## src/hdl/mdt_pkg.sv

```systemverilog
package mdt_pkg;
  // ----------------------------------------------------------------
  // target select patterns
  // ----------------------------------------------------------------
  localparam logic [1:0]  TGT_INPUT  = 2'b11;
  localparam logic [1:0]  TGT_OFFSET = 2'b10;
  localparam logic [1:0]  TGT_GAIN   = 2'b01;
  localparam logic [1:0]  TGT_SFR    = 2'b00;

  // ----------------------------------------------------------------
  // widths, reset values and code limits
  // ----------------------------------------------------------------
  localparam int          WORD_W     = 14;
  localparam int          ADDR_W     = 6;
  localparam int          NUM_CH     = 40;
  localparam logic [13:0] INPUT_RST  = 14'h0000;
  localparam logic [13:0] OFFSET_RST = 14'h2000;
  localparam logic [13:0] GAIN_RST   = 14'h3FFE;
  localparam logic [13:0] TRIM_RST   = 14'h0000;
  localparam logic [13:0] CODE_MAX   = 14'h3FFF;
  localparam logic [16:0] OFFSET_MID = 17'h02000;
  localparam logic [14:0] GAIN_BIAS  = 15'h0002;

  // ----------------------------------------------------------------
  // special-function space and control word
  // ----------------------------------------------------------------
  localparam logic [5:0]  SFR_CTRL_WR  = 6'h0C;
  localparam logic [13:0] CTRL_RST     = 14'h2000;
  localparam int          CTRL_REF_SRC = 10;
  localparam int          CTRL_REF_LVL = 12;

  // ----------------------------------------------------------------
  // states of the calculation sequencer
  // ----------------------------------------------------------------
  typedef enum logic [0:0] {
    MDT_IDLE,
    MDT_CALC
  } mdt_state_t;
endpackage : mdt_pkg

```

## src/hdl/mdt_trim_calc.sv

```systemverilog
`timescale 1ns/1ps
// ------------------------------------------------------------------
// one-cycle trim arithmetic with saturation
// ------------------------------------------------------------------
module mdt_trim_calc (
  input  wire logic        mclk,
  input  wire logic        rst_b,
  input  wire logic        ce,
  input  wire logic        start,
  input  wire logic [13:0] code,
  input  wire logic [13:0] offset,
  input  wire logic [13:0] gain,
  output logic             done,
  output logic [13:0]      result
);
  logic [14:0] slope;
  logic [28:0] prod;
  logic [16:0] sum;
  logic [13:0] sat;
  logic [13:0] result_d;
  logic [13:0] result_q;
  logic        done_d;
  logic        done_q;

  // gain and offset applied; offset is offset binary around midscale
  always_comb begin
    slope = {1'b0, gain} + mdt_pkg::GAIN_BIAS;
    prod  = {14'h0000, slope} * {15'h0000, code};
    sum   = {2'b00, prod[28:14]} + {3'b000, offset}
            - mdt_pkg::OFFSET_MID;
    // clamp instead of wrapping so trims never fold the output over
    if (sum[16]) begin
      sat = 14'h0000;
    end else if (sum[15:14] != 2'b00) begin
      sat = mdt_pkg::CODE_MAX;
    end else begin
      sat = sum[13:0];
    end
    done_d   = start;
    result_d = start ? sat : result_q;
  end

  always_ff @(posedge mclk or negedge rst_b) begin
    if (!rst_b) begin
      done_q   <= 1'b0;
      result_q <= mdt_pkg::TRIM_RST;
    end else if (ce) begin
      done_q   <= done_d;
      result_q <= result_d;
    end
  end

  assign done   = done_q;
  assign result = result_q;
endmodule : mdt_trim_calc

```

## src/hdl/mdt_datapath.sv

```systemverilog
`timescale 1ns/1ps
// Operation
// - Target select 11 input, 10 offset, 01 gain, 00 special space.
// - Every written register takes a 14-bit word, bit 13 most significant.
// - Trimmed code is (gain+2)/2^14 times input plus offset minus 2^13.
// - Gain resets to 0x3FFE and stores bits 13..1 with bit 0 kept at zero.
// - Offset register is 14 bits wide and resets to 0x2000.
// - Offset is offset binary, 0x2000 meaning zero, one LSB per step.
// - Input code is straight binary, output fraction code/16384.
// - Each channel owns its offset and gain registers, apart from others.
// - Trimmed data waits in a first stage until the load moves it on.
// - Control bits choose internal or external reference and its level.
// - Busy is low during calculation; writes go on, converter updates wait.
// - A load seen while busy is remembered and done as soon as busy ends.
// - The six-bit channel address picks a channel with the target.
module mdt_datapath #(
  parameter int NUM_CH = mdt_pkg::NUM_CH
) (
  input  wire logic        mclk,
  input  wire logic        rst_b,
  input  wire logic        ce,
  input  wire logic        cs_n,
  input  wire logic        wr_n,
  input  wire logic        target_sel_hi,
  input  wire logic        target_sel_lo,
  input  wire logic [5:0]  channel_addr,
  input  wire logic [13:0] parallel_word_bits,
  input  wire logic        output_load_n,
  input  wire logic [5:0]  dac_sel,
  output logic             busy_n,
  output logic [13:0]      dac_code,
  output logic             ref_source_sel,
  output logic             ref_level_sel
);
  // ----------------------------------------------------------------
  // elaboration check
  // ----------------------------------------------------------------
  if (NUM_CH < 1 || NUM_CH > 63) begin : g_chk
    $error("NUM_CH must lie between 1 and 63");
  end

  // ----------------------------------------------------------------
  // state
  // ----------------------------------------------------------------
  logic [13:0]        input_q  [NUM_CH];
  logic [13:0]        input_d  [NUM_CH];
  logic [13:0]        offset_q [NUM_CH];
  logic [13:0]        offset_d [NUM_CH];
  logic [13:0]        gain_q   [NUM_CH];
  logic [13:0]        gain_d   [NUM_CH];
  logic [13:0]        trim_q   [NUM_CH];
  logic [13:0]        trim_d   [NUM_CH];
  logic [13:0]        dac_q    [NUM_CH];
  logic [13:0]        dac_d    [NUM_CH];
  logic [NUM_CH-1:0]  dirty_q;
  logic [NUM_CH-1:0]  dirty_d;
  logic [13:0]        ctrl_q;
  logic [13:0]        ctrl_d;
  logic               wr_prev_q;
  logic               ld_prev_q;
  logic               pend_q;
  logic               pend_d;
  logic [5:0]         calc_ch_q;
  logic [5:0]         calc_ch_d;
  logic [13:0]        code_q;
  logic [13:0]        code_d;
  mdt_pkg::mdt_state_t state_q;
  mdt_pkg::mdt_state_t state_d;

  logic        wr_hit;
  logic        ld_hit;
  logic [1:0]  tgt;
  logic        busy;
  logic        do_load;
  logic        calc_start;
  logic [5:0]  pick;
  logic        calc_done;
  logic [13:0] calc_res;

  // ----------------------------------------------------------------
  // strobes: write on rising wr_n with chip selected, load on falling
  // ----------------------------------------------------------------
  assign tgt    = {target_sel_hi, target_sel_lo};
  assign wr_hit = !wr_prev_q && wr_n && !cs_n;
  assign ld_hit = ld_prev_q && !output_load_n;
  // busy covers queued and running calculations
  assign busy   = (state_q != mdt_pkg::MDT_IDLE) || (|dirty_q);
  assign busy_n = !busy;
  assign do_load = !busy && (ld_hit || pend_q);

  // lowest dirty channel goes first; fixed priority is fine because
  // every dirty channel drains before a load may happen
  always_comb begin
    pick = 6'h00;
    for (int i = NUM_CH - 1; i >= 0; i--) begin
      if (dirty_q[i]) begin
        pick = 6'(i);
      end
    end
  end

  assign calc_start = (state_q == mdt_pkg::MDT_IDLE) && (|dirty_q);

  // ----------------------------------------------------------------
  // register writes, dirty tracking and double buffer
  // ----------------------------------------------------------------
  always_comb begin
    input_d  = input_q;
    offset_d = offset_q;
    gain_d   = gain_q;
    trim_d   = trim_q;
    dac_d    = dac_q;
    dirty_d  = dirty_q;
    ctrl_d   = ctrl_q;
    // clear first so a write in the same cycle re-marks the channel
    if (calc_start) begin
      dirty_d[pick] = 1'b0;
    end
    if (wr_hit && tgt == mdt_pkg::TGT_SFR) begin
      if (channel_addr == mdt_pkg::SFR_CTRL_WR) begin
        ctrl_d = parallel_word_bits;
      end
    end else if (wr_hit && channel_addr < 6'(NUM_CH)) begin
      dirty_d[channel_addr] = 1'b1;
      case (tgt)
        mdt_pkg::TGT_INPUT: begin
          input_d[channel_addr] = parallel_word_bits;
        end
        mdt_pkg::TGT_OFFSET: begin
          offset_d[channel_addr] = parallel_word_bits;
        end
        mdt_pkg::TGT_GAIN: begin
          gain_d[channel_addr] = {parallel_word_bits[13:1],
                                  1'b0};
        end
        default: begin
          dirty_d[channel_addr] = dirty_q[channel_addr];
        end
      endcase
    end
    if (calc_done) begin
      trim_d[calc_ch_q] = calc_res;
    end
    if (do_load) begin
      for (int i = 0; i < NUM_CH; i++) begin
        dac_d[i] = trim_q[i];
      end
    end
  end

  always_ff @(posedge mclk or negedge rst_b) begin
    if (!rst_b) begin
      for (int i = 0; i < NUM_CH; i++) begin
        input_q[i]  <= mdt_pkg::INPUT_RST;
        offset_q[i] <= mdt_pkg::OFFSET_RST;
        gain_q[i]   <= mdt_pkg::GAIN_RST;
        trim_q[i]   <= mdt_pkg::TRIM_RST;
        dac_q[i]    <= mdt_pkg::TRIM_RST;
      end
      dirty_q <= '0;
      ctrl_q  <= mdt_pkg::CTRL_RST;
    end else if (ce) begin
      input_q  <= input_d;
      offset_q <= offset_d;
      gain_q   <= gain_d;
      trim_q   <= trim_d;
      dac_q    <= dac_d;
      dirty_q  <= dirty_d;
      ctrl_q   <= ctrl_d;
    end
  end

  // ----------------------------------------------------------------
  // sequencer, pending load and strobe history
  // ----------------------------------------------------------------
  always_comb begin
    state_d   = state_q;
    calc_ch_d = calc_ch_q;
    // a new load request beats the clear of the stored one
    pend_d    = (pend_q && !do_load) || (ld_hit && busy);
    code_d    = code_q;
    case (state_q)
      mdt_pkg::MDT_IDLE: begin
        if (calc_start) begin
          calc_ch_d = pick;
          state_d   = mdt_pkg::MDT_CALC;
        end
      end
      mdt_pkg::MDT_CALC: begin
        if (calc_done) begin
          state_d = mdt_pkg::MDT_IDLE;
        end
      end
      default: begin
        state_d = mdt_pkg::MDT_IDLE;
      end
    endcase
    // out-of-range selects read as zero
    code_d = (dac_sel < 6'(NUM_CH)) ? dac_q[dac_sel] : 14'h0000;
  end

  always_ff @(posedge mclk or negedge rst_b) begin
    if (!rst_b) begin
      state_q   <= mdt_pkg::MDT_IDLE;
      calc_ch_q <= 6'h00;
      pend_q    <= 1'b0;
      wr_prev_q <= 1'b1;
      ld_prev_q <= 1'b1;
      code_q    <= 14'h0000;
    end else if (ce) begin
      state_q   <= state_d;
      calc_ch_q <= calc_ch_d;
      pend_q    <= pend_d;
      wr_prev_q <= wr_n;
      ld_prev_q <= output_load_n;
      code_q    <= code_d;
    end
  end

  // ----------------------------------------------------------------
  // arithmetic unit, fed with the picked channel's operands
  // ----------------------------------------------------------------
  mdt_trim_calc u_calc (
    .mclk   (mclk),
    .rst_b  (rst_b),
    .ce     (ce),
    .start  (calc_start),
    .code   (input_q[pick]),
    .offset (offset_q[pick]),
    .gain   (gain_q[pick]),
    .done   (calc_done),
    .result (calc_res)
  );

  assign dac_code       = code_q;
  assign ref_source_sel = ctrl_q[mdt_pkg::CTRL_REF_SRC];
  assign ref_level_sel  = ctrl_q[mdt_pkg::CTRL_REF_LVL];
endmodule : mdt_datapath

```

## config.mk

```make
export PLATFORM = sky130hd
export DESIGN_NAME = mdt_datapath
export DESIGN_NICKNAME = d
export VERILOG_FILES = /design/src/hdl/mdt_pkg.sv /design/src/hdl/mdt_trim_calc.sv /design/src/hdl/mdt_datapath.sv
export SDC_FILE = /design/constraint.sdc
export NUM_CORES = 2
export LEC_CHECK = 0
export ABC_AREA = 0
export CAP_MARGIN = 20
export CORE_ASPECT_RATIO = 0.9
export CORE_MARGIN = 2
export CORE_UTILIZATION = 60
export CTS_CLUSTER_SIZE = 14
export DETAILED_ROUTE_END_ITERATION = 7
export DONT_BUFFER_PORTS = 1
export PLACE_DENSITY_LB_ADDON = 0.2
export SYNTH_ARGS = -nofsm -noshare
export SYNTH_HDL_FRONTEND = slang
export SYNTH_SLANG_ARGS = --single-unit
```

## constraint.sdc

```tcl
create_clock -name mclk -period 13.85 [get_ports mclk]
set_clock_uncertainty 0.1 [all_clocks]
set_input_delay 0.6925 -clock mclk [delete_from_list [all_inputs] [get_ports mclk]]
set_output_delay 0.6925 -clock mclk [all_outputs]
set_load 0.01 [all_outputs]
```

==> metrics <==
drt wl/cell=29.93 um; Syn Area/Cell=~14 sq um; TritonRoute pass-1 iters=8; Via-to-Cell Ratio=approximately 6.7; final WL=368,700 um; Primary FF master, synth=dfrtp_1; I/O Buffers=0; violated checks=design-rule violations; DRC Markers=20; largest stage delay on the critical path=0.58 ns; Yosys cell types=92; worst reg2reg path depth=50; htree depth=5; Final nets=9,531; GRT Total Usage=0.3358; Skew-Pair Late Insertion Delay=0.92 ns; Yosys warning count=0; Starting Density=0.6038; clk sinks=2,841; Placer Congestion=0.9417; Iter 0 DRT Violations=between 8,000 and 9,000; Bufs on Longest Clock Path=4; first-pass GRT wire length=553,200 um; asr flop ratio synth=1.000; layout cells sized above 1=0.4631; clock slew at reported path FFs=0.06 ns; critical path's slowest cell=or4_4; EDFF count, synth=0; crit-path max FO=24; Worst EP required=14.53 ns; Final HPWL DP=222,500 um; TritonCTS Buffers=298; crit path from=dirty_q[33]; final instance area=approximately 0.14 sq mm; Setup violations, final=0; final hold violation count=0; post-synth top area cell=dfrtp_1; worst reg2reg setup slack=0.61 ns; Die Wd=493.3 um; Area Overhead vs Synth=10.63%; R2R Path End=u_calc.result[1]; top post-synthesis cells by area=dfrtp_1 (44%), mux2_2 (24%), dfstp_2 (11%); worst hold path class=input port to flip-flop; CTS tree=built; Die Footprint=0.2192 sq mm; initial antenna violation count=17; root buf cell=clkbuf_16; Seq cells post-synth=2,841; largest net degree at the start of global routing=232; Crit Path Category=flip-flop to flip-flop; Mapped Cells=9,432; fmax=between 70 and 80 MHz; crit-path most repeated cell=a21oi_1; Pins Over Slew Limit=0; post-synthesis sequential area ratio=0.5553; max_slew headroom=0.1194; hold slack=0.02705 ns; via count=roughly 82,000; Reg2Reg Launch Point=dirty_q[33]; Placement Cell Area=0.1326 sq mm; crit path to=u_calc.result[1]; period utilization=0.9561; CP endpoint kind=flip-flop; height of the die=444.4 um; area share of the largest cell type after synthesis=0.4411; Cell Area, Synth=approximately 0.13 sq mm; vias in the first global route=85,040; # Max-Cap Violations=0; CP arrival=~14 ns; num ports=between 50 and 60; grt total ovfl=0; core area=0.2141 sq mm; Setup crit start kind=flip-flop; Syn Nets=9,714; antenna viol nets, final=0; Final min period=13.24 ns; status=complete, but fails checks; Tightest Pin Transition=1.321 ns; Rows=161
flip-flops by register name, summed over array words and instances (netlist names):
name / cells
u_calc.result: 14
pend_q: 1
dac_code: 14
ctrl_q: 2
calc_ch_q: 6
wr_prev_q: 1
dac_q: 560
input_q: 560
u_calc.done: 1
gain_q: 520
offset_q: 560
state_q: 1
ld_prev_q: 1
dirty_q: 40
trim_q: 560
routing by layer:
layer,global-route usage,part of all wire,vias to the layer above
li1,-,-,34070
met1,0.4730,0.42,44000
met2,0.5149,0.46,3443
met3,0.06737,0.079,875
met4,0.1353,0.044,4
met5,0,0.000087,-
cell families (layout without fill, tap and decap cells):
family / count (synthesis) / after routing / synth area share
AO/OA/AOI/OAI: 1293 / 1294 / 0.06822
AND/OR/NAND/NOR: 1068 / 1068 / 0.03835
multiplexers: 2976 / 2976 / 0.2736
flip-flops: 2841 / 2841 / 0.5553
other: 0 / 16 / 0
adder cells (fa/ha/maj): 248 / 248 / 0.03219
XOR/XNOR: 40 / 40 / 0.002710
buffers and inverters: 966 / 983 / 0.02956
synthesized netlist by cell type, drive strengths merged, types with 55 or more instances:
cell and count:
a21oi 210, a222oi 131, a22o 66, a31oi 81, and2 55, buf 200, clkbuf 596, dfrtp 2279
dfstp 562, fa 141, ha 107, inv 169, mux2 2786, mux4 168, nand2 344, nor2 320
nor3 131, o21ai 177, o22ai 406
worst max-delay path, delay by kind of cell (launching register included):
| family | cells | cell delay (ns) |
|---|---|---|
| adders and majority gates | 9 | 3.95 |
| AOI/OAI and AO/OA | 20 | 3.81 |
| buffers and inverters | 8 | 1.29 |
| xor gates and xnor gates | 3 | 0.60 |
| DFF | 1 | 0.42 |
| and+or+nand+nor | 10 | 2.92 |
worst min-delay path by stage:
stage                         start            to  slack [ns]  depth (start not counted)
floorplan                     rst_b  calc_ch_q[0]        0.30                          0
global placement              rst_b   trim_q[111]        0.30                          0
detailed placement            rst_b   trim_q[111]        0.30                          0
CTS                 channel_addr[1]    dirty_q[0]       0.002                          2
global route        channel_addr[1]    dirty_q[0]        0.01                          2
finish              channel_addr[1]    dirty_q[0]        0.03                          2
through the flow:
| step | utilization | setup TNS (ns) | setup slack, ns | instances |
|---|---|---|---|---|
| CTS | 0.6655 | 0 | 0.5191 | 12280 |
| global placement | 0.6185 | 0 | 0.6641 | 11750 |
| floorplan | - | 0 | 2.090 | 9432 |
| finish | 0.6679 | 0 | 0.6086 | 12320 |
| global route | 0.6678 | -0.06022 | -0.03878 | 12310 |
| detailed placement | 0.6191 | 0 | 0.5829 | 11750 |
layout make-up:
| cell class | instances | area, sq um |
|---|---|---|
| diodes | 16 | 40.04 |
| clock buffers | 435 | 8660 |
| clock inverters | 66 | 716.9 |
| fillers | 15060 | 71100 |
| inverters | 170 | 641.9 |
| multi-input cells | 5626 | 54220 |
| flip-flops and latches | 2841 | 71800 |
| well taps | 2852 | 3568 |
| repair buffers | 312 | 3383 |
placed cells by master, fill, tap and decap left out, types with 32 or more instances in the layout:
cell	instances
a21oi_1	207
fa_1	141
clkinv_2	34
o21ai_0	161
a22o_1	65
inv_1	168
clkbuf_1	75
dfstp_2	562
o221ai_1	32
clkbuf_8	56
dfrtp_1	2279
a31oi_1	78
a222oi_1	131
buf_4	239
nor2_1	285
mux4_2	168
nor4_1	42
clkbuf_16	306
mux2_2	2786
and2_1	55
o22ai_1	405
buf_16	38
nand2_1	341
nor3_1	103
ha_1	107
repair_timing:
item,4_1_cts,5_1_grt
setup endpoints to repair,0,14
endpoints found under the hold margin,2042,0
setup buffers,0,16
hold buffers,27,0
resized for setup,0,32
Power is left out: the tool's default activity adds up to more than one toggle a clock period on the data nets, which glitch-free logic cannot reach.
